## src/rtl/spc_pkg.sv

```systemverilog
package spc_pkg;
   // ---------------------------------------------------------------
   // widths
   // ---------------------------------------------------------------
   localparam int SPC_ADDR_W = 8;
   localparam int SPC_DATA_W = 32;
   localparam int SPC_DI_N = 5;
   localparam int SPC_ST_W = 3;
   localparam int SPC_ANALOG_W = 8;
   localparam int SPC_TIMER_W = 16;
   localparam int SPC_SEL_W = 4;

   // ---------------------------------------------------------------
   // register byte offsets
   // ---------------------------------------------------------------
   localparam logic [7:0] SPC_OFF_CTRL = 8'h00;
   localparam logic [7:0] SPC_OFF_PAUSE = 8'h04;
   localparam logic [7:0] SPC_OFF_RESET = 8'h08;
   localparam logic [7:0] SPC_OFF_FORCE = 8'h0C;
   localparam logic [7:0] SPC_OFF_LSRC = 8'h10;
   localparam logic [7:0] SPC_OFF_LOPER = 8'h14;
   localparam logic [7:0] SPC_OFF_OUTS = 8'h18;
   localparam logic [7:0] SPC_OFF_STATUS = 8'h1C;
   localparam logic [7:0] SPC_OFF_TIMER = 8'h20;

   // ---------------------------------------------------------------
   // selector codes (two's complement, 4 bits)
   // ---------------------------------------------------------------
   localparam logic [3:0] SPC_SEL_NONE = 4'h0;
   localparam logic [3:0] SPC_SEL_DI_MAX = 4'h5;
   localparam logic [3:0] SPC_SEL_CONST = 4'h6;
   localparam logic [3:0] SPC_SEL_INV_MIN = 4'hB;
   localparam logic [3:0] SPC_SEL_INV_MAX = 4'hF;
   localparam logic [3:0] SPC_FORCE_MIN = 4'h1;
   localparam logic [3:0] SPC_FORCE_MAX = 4'h8;
   localparam logic [3:0] SPC_FORCE_DEF = 4'h1;
   localparam logic [2:0] SPC_FIRST_STATE = 3'h0;
   localparam int SPC_CTRL_RUN_BIT = 0;

   typedef enum logic [1:0] {
      SPC_OP_PASS = 2'h0,
      SPC_OP_AND = 2'h1,
      SPC_OP_OR = 2'h2,
      SPC_OP_XOR = 2'h3
   } spc_oper_t;

   typedef enum logic [2:0] {
      SPC_STOPPED = 3'b001,
      SPC_RUNNING = 3'b010,
      SPC_PAUSED = 3'b100
   } spc_run_t;

   typedef struct packed {
      logic [SPC_ANALOG_W-1:0] analog;
      logic transistor;
      logic relay;
   } spc_outs_t;

   typedef struct packed {
      logic stopped;
      logic logic_res;
      logic paused;
      logic [SPC_ST_W-1:0] state;
   } spc_status_t;
endpackage

```

## src/rtl/spc_sync.sv

```systemverilog
`timescale 1ns/100ps
`default_nettype none
module spc_sync #(
   parameter int W = 5
) (
   input wire logic CLK,
   input wire logic RST,
   input wire logic [W-1:0] d,
   output logic [W-1:0] q
);
   logic [W-1:0] meta_q;

   always_ff @(posedge CLK or posedge RST) begin
      if (RST) begin
         meta_q <= '0;
         q <= '0;
      end else begin
         meta_q <= d;
         q <= meta_q;
      end
   end
endmodule // spc_sync
`default_nettype wire

```

## src/rtl/spc_top.sv

```systemverilog
// Summary of operation
// pause selector code 6 holds pause asserted regardless of inputs
// while paused, timers and relay/transistor/analog outputs hold; only forcing moves state
// separate reset source selector, default no source
// accepted reset returns to first state, clears timers and outputs
// reset request ignored unless sequence program is stopped
// reset codes -1..-5 use inputs 1..5 inverted, low requests reset
// reset code 0 means no source, codes 1..5 use inputs non-inverted
// reset code 6 issues one request then reverts to no source
// forced target coded 1..8, default state one
// state goes to forced target only while paused and target written
// first logic value source combined with second value by operator
// combined result offered as state transition trigger
// first value codes -1..-5 inverted inputs, code 0 no value
// operator 0 pass, 1 AND, 2 OR, 3 XOR
// digital inputs synchronised once per cycle before use
//
// Implementation choices: the register addresses and the APB interface to the registers.
`timescale 1ns/100ps
`default_nettype none
module spc_top
   import spc_pkg::*;
#(
   parameter int TIMER_W = SPC_TIMER_W
) (
   input wire logic CLK,
   input wire logic RST,
   input wire logic PSEL,
   input wire logic PENABLE,
   input wire logic PWRITE,
   input wire logic [SPC_ADDR_W-1:0] PADDR,
   input wire logic [SPC_DATA_W-1:0] PWDATA,
   output logic [SPC_DATA_W-1:0] PRDATA,
   output logic PREADY,
   output logic PSLVERR,
   input wire logic [SPC_DI_N-1:0] DIGITAL_INPUT,
   input wire logic LOGIC_VALUE_2,
   input wire logic STEP_REQ,
   input wire logic [SPC_ST_W-1:0] STEP_TARGET,
   output logic [SPC_ST_W-1:0] CURRENT_SEQUENCE_STATE,
   output logic LOGIC_RESULT_TRIGGER,
   output logic PAUSE_ACTIVE,
   output logic [TIMER_W-1:0] SEQUENCE_TIMER,
   output logic RELAY_OUTPUT,
   output logic TRANSISTOR_OUTPUT,
   output logic [SPC_ANALOG_W-1:0] ANALOG_OUTPUT
);
   // ---------------------------------------------------------------
   // selector decode
   // ---------------------------------------------------------------
   // codes outside -5..5 give no input level; callers add their own
   // constant codes on top
   function automatic logic sel_level(input logic [3:0] code, input logic [SPC_DI_N-1:0] di);
      logic [3:0] idx;
      idx = 4'h0;
      sel_level = 1'b0;
      if (code != SPC_SEL_NONE && code <= SPC_SEL_DI_MAX) begin
         idx = code - 4'h1;
         sel_level = di[idx[2:0]];
      end else if (code >= SPC_SEL_INV_MIN && code <= SPC_SEL_INV_MAX) begin
         idx = SPC_SEL_INV_MAX - code;
         sel_level = ~di[idx[2:0]];
      end
   endfunction

   function automatic logic addr_ok(input logic [SPC_ADDR_W-1:0] a);
      addr_ok = (a == SPC_OFF_CTRL) || (a == SPC_OFF_PAUSE) || (a == SPC_OFF_RESET) ||
                (a == SPC_OFF_FORCE) || (a == SPC_OFF_LSRC) || (a == SPC_OFF_LOPER) ||
                (a == SPC_OFF_OUTS) || (a == SPC_OFF_STATUS) || (a == SPC_OFF_TIMER);
   endfunction

   // ---------------------------------------------------------------
   // declarations
   // ---------------------------------------------------------------
   logic [SPC_DI_N-1:0] di_s;
   logic ready_q;
   logic [SPC_DATA_W-1:0] rdata_q;
   logic slverr_q;
   logic run_q;
   logic [3:0] pause_src_q;
   logic [3:0] reset_src_q;
   logic [3:0] force_q;
   logic [3:0] lsrc_q;
   spc_oper_t loper_q;
   spc_outs_t outs_stage_q;
   spc_outs_t outs_q;
   spc_run_t fsm_q;
   logic [SPC_ST_W-1:0] state_q;
   logic [TIMER_W-1:0] timer_q;
   logic pause_q;
   logic logic_q;
   logic access;
   logic xfer;
   logic wr;
   logic wr_reset;
   logic force_take;
   logic step_take;
   logic pause_w;
   logic rst_req;
   logic rst_acc;
   logic value1;
   logic logic_w;
   logic [3:0] force_code;
   logic [SPC_DATA_W-1:0] rdata_d;
   spc_status_t status_w;

   spc_sync #(.W(SPC_DI_N)) u_sync (
      .CLK(CLK),
      .RST(RST),
      .d(DIGITAL_INPUT),
      .q(di_s)
   );

   // ---------------------------------------------------------------
   // apb slave: one wait state, answer registered
   // ---------------------------------------------------------------
   assign access = PSEL & PENABLE;
   assign xfer = access & ready_q;
   assign wr = xfer & PWRITE;
   assign wr_reset = wr && (PADDR == SPC_OFF_RESET);
   assign force_code = PWDATA[3:0];

   always_comb begin
      status_w = '{stopped: (fsm_q == SPC_STOPPED), logic_res: logic_q, paused: pause_q, state: state_q};
      rdata_d = '0;
      if (PADDR == SPC_OFF_CTRL) begin
         rdata_d[SPC_CTRL_RUN_BIT] = run_q;
      end else if (PADDR == SPC_OFF_PAUSE) begin
         rdata_d[3:0] = pause_src_q;
      end else if (PADDR == SPC_OFF_RESET) begin
         rdata_d[3:0] = reset_src_q;
      end else if (PADDR == SPC_OFF_FORCE) begin
         rdata_d[3:0] = force_q;
      end else if (PADDR == SPC_OFF_LSRC) begin
         rdata_d[3:0] = lsrc_q;
      end else if (PADDR == SPC_OFF_LOPER) begin
         rdata_d[1:0] = loper_q;
      end else if (PADDR == SPC_OFF_OUTS) begin
         rdata_d[$bits(spc_outs_t)-1:0] = outs_stage_q;
      end else if (PADDR == SPC_OFF_STATUS) begin
         rdata_d[$bits(spc_status_t)-1:0] = status_w;
      end else if (PADDR == SPC_OFF_TIMER) begin
         rdata_d[TIMER_W-1:0] = timer_q;
      end
   end

   always_ff @(posedge CLK or posedge RST) begin
      if (RST) begin
         ready_q <= 1'b0;
         rdata_q <= '0;
         slverr_q <= 1'b0;
      end else begin
         ready_q <= access & ~ready_q;
         if (access & ~ready_q) begin
            rdata_q <= PWRITE ? '0 : rdata_d;
            slverr_q <= ~addr_ok(PADDR);
         end
      end
   end

   // ---------------------------------------------------------------
   // parameter registers
   // ---------------------------------------------------------------
   always_ff @(posedge CLK or posedge RST) begin
      if (RST) begin
         run_q <= 1'b0;
         pause_src_q <= SPC_SEL_NONE;
         lsrc_q <= SPC_SEL_NONE;
         loper_q <= SPC_OP_PASS;
         force_q <= SPC_FORCE_DEF;
      end else if (wr) begin
         if (PADDR == SPC_OFF_CTRL) begin
            run_q <= PWDATA[SPC_CTRL_RUN_BIT];
         end else if (PADDR == SPC_OFF_PAUSE) begin
            pause_src_q <= PWDATA[3:0];
         end else if (PADDR == SPC_OFF_LSRC) begin
            lsrc_q <= PWDATA[3:0];
         end else if (PADDR == SPC_OFF_LOPER) begin
            loper_q <= spc_oper_t'(PWDATA[1:0]);
         end else if (PADDR == SPC_OFF_FORCE && force_code >= SPC_FORCE_MIN && force_code <= SPC_FORCE_MAX) begin
            force_q <= force_code;
         end
      end
   end

   // software write wins over the automatic revert so a fresh code is kept
   always_ff @(posedge CLK or posedge RST) begin
      if (RST) begin
         reset_src_q <= SPC_SEL_NONE;
      end else if (wr_reset) begin
         reset_src_q <= PWDATA[3:0];
      end else if (reset_src_q == SPC_SEL_CONST) begin
         reset_src_q <= SPC_SEL_NONE;
      end
   end

   // ---------------------------------------------------------------
   // qualifiers
   // ---------------------------------------------------------------
   assign pause_w = (pause_src_q == SPC_SEL_CONST) | sel_level(pause_src_q, di_s);
   assign rst_req = (reset_src_q == SPC_SEL_CONST) | sel_level(reset_src_q, di_s);
   assign rst_acc = rst_req & (fsm_q == SPC_STOPPED);
   assign force_take = wr && (PADDR == SPC_OFF_FORCE) && pause_w && !rst_acc &&
                       force_code >= SPC_FORCE_MIN && force_code <= SPC_FORCE_MAX;
   assign step_take = STEP_REQ && (fsm_q == SPC_RUNNING) && !pause_w;

   // ---------------------------------------------------------------
   // run state machine
   // ---------------------------------------------------------------
   always_ff @(posedge CLK or posedge RST) begin
      if (RST) begin
         fsm_q <= SPC_STOPPED;
      end else begin
         case (fsm_q)
            SPC_STOPPED: begin
               if (run_q) begin
                  fsm_q <= pause_w ? SPC_PAUSED : SPC_RUNNING;
               end
            end
            SPC_RUNNING: begin
               if (!run_q) begin
                  fsm_q <= SPC_STOPPED;
               end else if (pause_w) begin
                  fsm_q <= SPC_PAUSED;
               end
            end
            SPC_PAUSED: begin
               if (!run_q) begin
                  fsm_q <= SPC_STOPPED;
               end else if (!pause_w) begin
                  fsm_q <= SPC_RUNNING;
               end
            end
            default: begin
               fsm_q <= SPC_STOPPED;
            end
         endcase
      end
   end

   // ---------------------------------------------------------------
   // sequence state and timer
   // ---------------------------------------------------------------
   always_ff @(posedge CLK or posedge RST) begin
      if (RST) begin
         state_q <= SPC_FIRST_STATE;
      end else if (rst_acc) begin
         state_q <= SPC_FIRST_STATE;
      end else if (force_take) begin
         state_q <= 3'(force_code - SPC_FORCE_MIN);
      end else if (step_take) begin
         state_q <= STEP_TARGET;
      end
   end

   // timer wraps rather than saturates
   // forcing only happens in pause, where timers must hold, so it keeps the count
   always_ff @(posedge CLK or posedge RST) begin
      if (RST) begin
         timer_q <= '0;
      end else if (rst_acc || step_take) begin
         timer_q <= '0;
      end else if (fsm_q == SPC_RUNNING && !pause_w) begin
         timer_q <= timer_q + 1'b1;
      end
   end

   // ---------------------------------------------------------------
   // relay, transistor and analog outputs
   // ---------------------------------------------------------------
   always_ff @(posedge CLK or posedge RST) begin
      if (RST) begin
         outs_stage_q <= '0;
      end else if (rst_acc) begin
         outs_stage_q <= '0;
      end else if (wr && PADDR == SPC_OFF_OUTS) begin
         outs_stage_q <= PWDATA[$bits(spc_outs_t)-1:0];
      end
   end

   always_ff @(posedge CLK or posedge RST) begin
      if (RST) begin
         outs_q <= '0;
      end else if (rst_acc) begin
         outs_q <= '0;
      end else if (!pause_w) begin
         outs_q <= outs_stage_q;
      end
   end

   // ---------------------------------------------------------------
   // first logic operation
   // ---------------------------------------------------------------
   assign value1 = sel_level(lsrc_q, di_s);

   always_comb begin
      case (loper_q)
         SPC_OP_AND: logic_w = value1 & LOGIC_VALUE_2;
         SPC_OP_OR: logic_w = value1 | LOGIC_VALUE_2;
         SPC_OP_XOR: logic_w = value1 ^ LOGIC_VALUE_2;
         default: logic_w = value1;
      endcase
   end

   always_ff @(posedge CLK or posedge RST) begin
      if (RST) begin
         logic_q <= 1'b0;
         pause_q <= 1'b0;
      end else begin
         logic_q <= logic_w;
         pause_q <= pause_w;
      end
   end

   assign PRDATA = rdata_q;
   assign PREADY = ready_q;
   assign PSLVERR = slverr_q;
   assign CURRENT_SEQUENCE_STATE = state_q;
   assign LOGIC_RESULT_TRIGGER = logic_q;
   assign PAUSE_ACTIVE = pause_q;
   assign SEQUENCE_TIMER = timer_q;
   assign RELAY_OUTPUT = outs_q.relay;
   assign TRANSISTOR_OUTPUT = outs_q.transistor;
   assign ANALOG_OUTPUT = outs_q.analog;
endmodule // spc_top
`default_nettype wire

```

## config.mk

```make
export PLATFORM = sky130hd
export DESIGN_NAME = spc_top
export DESIGN_NICKNAME = d
export VERILOG_FILES = /design/src/rtl/spc_pkg.sv /design/src/rtl/spc_sync.sv /design/src/rtl/spc_top.sv
export SDC_FILE = /design/constraint.sdc
export NUM_CORES = 1
export LEC_CHECK = 0
export ABC_AREA = 1
export ABC_CLOCK_PERIOD_IN_PS = 3600
export BUFFER_PORTS_ARGS = -buffer_cell sky130_fd_sc_hd__buf_4
export CAP_MARGIN = 30
export CORE_AREA = 2 2 135 84
export DETAILED_ROUTE_END_ITERATION = 7
export DIE_AREA = 0 0 137 86
export HOLD_SLACK_MARGIN = 0.1
export PLACE_DENSITY_LB_ADDON = 0.25
export SYNTH_ARGS = -nofsm -noshare
export SYNTH_HDL_FRONTEND = slang
export SYNTH_SLANG_ARGS = --single-unit
```

## constraint.sdc

```tcl
create_clock -name CLK -period 3.6 [get_ports CLK]
set_input_delay 0.18 -clock CLK [delete_from_list [all_inputs] [get_ports CLK]]
set_output_delay 0.18 -clock CLK [all_outputs]
set_load 0.005 [all_outputs]
```

Yosys cells after proc, flatten, opt, wreduce, memory -nomap -nowiden
Index checks and enable logic that the tools add are counted.
Storage, ports and cells
  register bits: 107
  input bits: 55
  output and inout port bits: 65
Cells by class
  add/sub/neg operators: 8
  order comparisons: 17
  equal/unequal tests: 20
  multiplexer cells: 70
  bitwise gates (word level): 19
  reductions and logical operators: 43
Operators by type and width (number)
  16-bit 2-to-1 mux: 12
  10-bit 2-to-1 mux: 13
  12-bit 2-to-1 mux: 4
  8-bit by 5-bit == test with 1-bit output, second input constant: 4
  3-bit 2-to-1 mux: 9
  3-bit by 4-bit < comparator with 1-bit output, second input constant: 6
  4-bit 2-to-1 mux: 6
  1-bit binary-select mux with 3-bit select: 6
  1-bit logical AND: 18
  16-bit by 1-bit adder with 16-bit output, second input constant: 1
  8-bit by 4-bit == test with 1-bit output, second input constant: 2
  4-bit less-or-equal comparator, second input constant: 4
  15-bit 2-to-1 mux: 1
  14-bit 2-to-1 mux: 1
  1-bit 2-to-1 mux: 13
  4-bit greater-or-equal comparator, second input constant: 3
  4-bit by 3-bit less-or-equal comparator with 1-bit output, second input constant: 3
  6-bit 2-to-1 mux: 2
  4-bit nonzero test: 3
  3-bit by 1-bit subtractor with 3-bit output, second input constant: 4
  1-bit logical OR: 9
  1-bit NOT: 9
  3-bit case mux with 3 select lines: 1
  3-bit subtractor, first input constant: 3
  26 further kinds: 40

Depth between registers and ports, before layout
  depth in word-level cells: 26
  mapped depth: 15
  mapped depth without buffers: 15

Modules after synthesis
A second synthesis with hierarchy kept.
Unflattened totals
  cells, all modules: 650
  area, all modules: 5148.7 um2
Modules (own cells, without submodules)
  spc_top: times used 1, cells an instance 639, area each 4894.7 um2
  spc_sync: times used 1, cells an instance 11, area each 254.0 um2

Worst setup path after synthesis
OpenSTA, ideal clock, no wires.
  kind: register -> register
  start point: reg lsrc_q[0]
  end point: reg logic_q (netlist: LOGIC_RESULT_TRIGGER)
  arrival time: 1.770 ns
  data required time: 3.472 ns
  slack: 1.703 ns
  cell stages (with the launch flop): 12
  buffers on the path: 0
  cells stage by stage: dfrtp_1 > inv_1 > ha_1 > nand3_1 > o211ai_1 > o211ai_1 > nand2_1 > ha_1 > nand3_1 > o31ai_1 > a31oi_1 > o31ai_1
On the way
  longest elaborated chain between the ends: 8
  elaborated cells on any way between the ends: 19
  classes of those cells: add/sub: 2; order compare: 3; mux: 7; bitwise: 4; reduce/logical: 3
RTL lines
  start: declaration: line spc_top.sv:83  | logic [3:0] lsrc_q;
  start signal: assignment: line spc_top.sv:177  | lsrc_q <= PWDATA[3:0];
  3-bit subtractor: line spc_top.sv:61  | idx = SPC_SEL_INV_MAX - code;
  1-bit binary-select mux with 3-bit select: line spc_top.sv:62  | sel_level = ~di[idx[2:0]];
  1-bit 2-to-1 mux (implied by the code): line spc_top.sv:62
  1-bit NOT: line spc_top.sv:62
  1-bit 2-to-1 mux: line spc_top.sv:60  | end else if (code >= SPC_SEL_INV_MIN && code <= SPC_SEL_INV_MAX) begin
  1-bit 2-to-1 mux *: line spc_top.sv:57  | if (code != SPC_SEL_NONE && code <= SPC_SEL_DI_MAX) begin
  1-bit bitwise XOR (tied with other cells): line spc_top.sv:300  | SPC_OP_XOR: logic_w = value1 ^ LOGIC_VALUE_2;
  1-bit case mux with 3 select lines *: line spc_top.sv:297  | case (loper_q)
  named net logic_w: line spc_top.sv:102  | logic logic_w;
  end signal: assignment: line spc_top.sv:310  | logic_q <= logic_w;
  end: declaration: line spc_top.sv:91  | logic logic_q;
Mark *: on every way through the listed nets, which the timed path passes. The rest lies on a longest branch. The select of a mux whose other input is x is not followed.
A chain may end at the register's enable or synchronous reset.

Final worst setup path
  start point: reg reset_src_q[1]
  end point: reg timer_q[4] (netlist: SEQUENCE_TIMER[4])
On the way
  longest elaborated chain between the ends: 10
  elaborated cells on any way between the ends: 21
  classes of those cells: add/sub: 2; order compare: 3; eq/ne: 1; mux: 7; bitwise: 3; reduce/logical: 5
RTL lines
  start: declaration: line spc_top.sv:81  | logic [3:0] reset_src_q;
  start signal: assignment: line spc_top.sv:191  | reset_src_q <= PWDATA[3:0];
  3-bit subtractor: line spc_top.sv:61
  1-bit binary-select mux with 3-bit select: line spc_top.sv:62
  1-bit 2-to-1 mux (implied by the code): line spc_top.sv:62
  1-bit NOT: line spc_top.sv:62
  1-bit 2-to-1 mux: line spc_top.sv:60
  1-bit 2-to-1 mux: line spc_top.sv:57
  1-bit bitwise OR *: line spc_top.sv:201  | assign rst_req = (reset_src_q == SPC_SEL_CONST) | sel_level(reset_src_q, di_s);
  1-bit bitwise AND *: line spc_top.sv:202  | assign rst_acc = rst_req & (fsm_q == SPC_STOPPED);
  1-bit logical OR *: line spc_top.sv:261  | end else if (rst_acc || step_take) begin
  16-bit 2-to-1 mux / 2-bit nonzero test (equally long branches)
  end signal: assignment: line spc_top.sv:264  | timer_q <= timer_q + 1'b1;
  end: declaration: line spc_top.sv:89  | logic [TIMER_W-1:0] timer_q;
Mark *: on every way between the ends. The rest lies on a longest branch, timed or not. The select of a mux whose other input is x is not followed.

==> impl_results.md <==
* Residual DRC at 0
* Final setup TNS at 0 ns
* Sink Count at 91
* Die footprint at 0.0118 mm^2
* Min cycle time layout at 2.51 ns
* Post-synth EDFFs at 0
* Hold Fails Final Rpt at 0
* Mapped Area at 0.00517 mm^2
* Routed wl met2 at 5.26 mm
* Top_reg_cell synth: dfrtp_1
* Worst Path Required at 3.83 ns
* Wl on met1 at 6.83 mm
* Die X at 137 um
* Syn. warnings at 0
* Area grow syn2layout at 19.9%
* CP Max Fanout at 30
* Worst Skew at 0.00877 ns
* Asr flop ratio synth at 100%
* Row count at 29
* FMAX at 0.399 GHz
* Netlist cell types at 42
* Via count at 4,681
* Vias per cell at 5.28
* Post-DP HPWL at 10.2 mm
* Initial core utilization at 49.5%
* Drt first pass iters at 5
* H-tree levels at 3
* RSZ-0062 raised after global routing: no
* Flops & latches, synth at 91
* Pleak at 0.00326 uW
* Die Ht at 86 um
* Overflow after GRT at 0
* Startpoint types: flop
* CTS tree: built
* Arrival time worst endpoint at 2.74 ns
* Outcome: complete, no violations
* Clk slew on worst S/H paths at 0.07 ns
* Type of the worst min-delay path: in2reg
* Total CTS buffers at 9
* Vias in the first global route at 4,118
* Max-Cap Viols at 0
* Clock Tree Root: clkbuf_16
* Core footprint at 0.0105 mm^2
* Synth Instances at 655
* Fillers at 916
* Critical path class: reg2reg
* Endpoints failing setup at 0
* Total track usage at 23.8%
* Antenna Nets Post-Route at 0
* Routability cong. at 0.932
* DR WL/cell at 15.3 um
* # diodes at 0
* Share of cells above drive strength 1 at 17.4%
* Syn avg cell area at 7.89 um^2
* Resized Gates After CTS at 0
* Pwr dens at 408 mW/mm^2
* Period Utilization, post-route at 69.7%
* Relative slew slack at 52.9%
* Clock buffer depth at 2
* First-pass GRT wire length at 21.5 mm
* Max VDD drop at 0.265 mV
* Least-Margin Pin Slew at 0.701 ns
* Pre-CTS WS at 1.18 ns
* Total Routed Length at 13.6 mm
* Slew Limit Fails at 0
* Crit path capture type: flop
* IO Count at 120
* Register area share after synthesis at 44.1%
* 1st-iter DRT viols at 494
* PnR worst setup slack at 1.09 ns
* Initial antenna violation count at 0
* Net count reported at finish at 813
* Pin count of the biggest net entering global routing at 49
* Met3 routed WL at 1.37 mm
* Highest routed layer: met4
* Worst-Skew Late Latency at 0.35 ns
* # port buffers at 81
-- power breakdown --
part           switching, uW  internal, uW  leakage [uW]
Clock                    400           610      0.000149
Combinational            248           171       0.00195
Sequential              45.2          1060       0.00116
-- worst paths after layout --
check | to | cells after the start | slack, ns | start
hold reg to reg | u_sync.q[2]$_DFF_PP0_ | 0 | 0.35 | u_sync.meta_q[2]$_DFF_PP0_
setup reg to reg | SEQUENCE_TIMER[4]$_DFFE_PP0P_ | 13 | 1.09 | reset_src_q[1]$_DFFE_PP0P_
min in group asynchronous | PREADY$_DFF_PP0_ | 3 | 0.30 | RST
setup / recovery | SEQUENCE_TIMER[4]$_DFFE_PP0P_ | 13 | 1.09 | reset_src_q[1]$_DFFE_PP0P_
max in group asynchronous | RELAY_OUTPUT$_DFFE_PP0P_ | 4 | 2.45 | RST
hold / removal | outs_stage_q[7]$_DFFE_PP0P_ | 3 | 0.12 | PWDATA[7]
-- final cells by class --
cell class	instances	area (um^2)	area share, %
Clock buffer	10	229	3.69
Tap cell	139	174	2.81
Timing Repair Buffer	92	711	11.5
Multi-Input combinational cell	459	2380	38.4
Sequential cell	91	2280	36.8
Clock inverter	6	88.8	1.43
Inverter	89	337	5.43
-- per-layer routing --
metal | track usage, % | up-vias
met4 | 4.03 | 0
met1 | 39.0 | 2144
met5 | 0 | -
li1 | - | 2292
met2 | 31.9 | 229
met3 | 5.20 | 16
-- placed cells by master (no fill, tap or decap), types with 2 or more instances in the layout --
cell type / count
a21oi_1: 18
a31oi_1: 3
buf_4: 84
bufinv_16: 2
clkbuf_16: 9
clkinv_1: 2
clkinv_2: 3
clkinvlp_4: 2
conb_1: 16
dfrtp_1: 89
dfstp_2: 2
dlygate4sd3_1: 8
ha_1: 16
inv_1: 80
inv_2: 5
nand2_1: 158
nand2_2: 3
nand2_4: 3
nand3_1: 67
nand3_2: 2
nand3b_1: 2
nand4_1: 12
nor2_1: 38
nor2_2: 5
nor2_4: 4
nor3_1: 10
o211ai_1: 6
o21ai_0: 28
o21ai_1: 28
o21bai_1: 2
o22ai_1: 5
o311ai_0: 2
o31ai_1: 8
xnor2_1: 3
xor2_1: 12
-- sequential cells by signal, indices dropped and copies added, names as in the netlist, 2 cells and up --
name                    flops
ANALOG_OUTPUT               8
CURRENT_SEQUENCE_STATE      3
PRDATA                     16
SEQUENCE_TIMER             16
force_q                     4
fsm_q                       3
loper_q                     2
lsrc_q                      4
outs_stage_q               10
pause_src_q                 4
reset_src_q                 4
u_sync.meta_q               5
u_sync.q                    5
-- logic make-up after synthesis --
group | after synthesis | share of synthesized area [%]
fa+ha+maj | 16 | 3.87
compound gates | 104 | 11.5
other cells | 1 | 0.0725
simple gates | 308 | 27.0
buf+inv | 120 | 10.9
flops | 91 | 44.1
xor+xnor | 15 | 2.54
-- worst max-delay path, cell delays in order (launching register included) --
cell and delay, ns:
dfrtp_1 0.47, inv_1 0.14, ha_1 0.34, nand2_1 0.08, nor2_1 0.13, nand3_1 0.11, nand2_1 0.09, nand2_1 0.05
nand3_1 0.07, nand2_1 0.27, nand2_4 0.37, clkinv_2 0.13, nand2_1 0.08, nand2_1 0.06
-- cells in the mapped netlist, types with 6 or more instances --
cell type,instances,area [um^2]
o211ai_1,6,45.0
buf_4,19,143
dfrtp_1,89,2230
ha_1,16,200
xor2_1,12,105
o21ai_0,28,140
nor3_1,10,50.1
nand3_1,67,335
nor2_1,38,143
nand2_1,158,593
a21oi_1,18,90.1
inv_1,81,304
o31ai_1,8,60.1
o21ai_1,28,140
nand4_1,12,75.1
-- what timing repair did --
item	4_1_cts	5_1_grt
setup buffers	0	0
hold buffers	8	0
hold endpoints to repair	18	0
-- metrics by stage --
stage	cells	util, %	cell area [um^2]	total power, uW	hold slack [ns]
6_report	886	59.3	6200	2530	0.117
5_1_grt	886	59.3	6200	2650	0.120
4_1_cts	886	59.3	6200	2540	0.110
3_5_place_dp	862	55.5	5800	1530	0.104
3_3_place_gp	862	55.5	5800	1520	0.109
2_1_floorplan	670	-	5230	1390	0.211
Power figures use the tool's default switching activity.
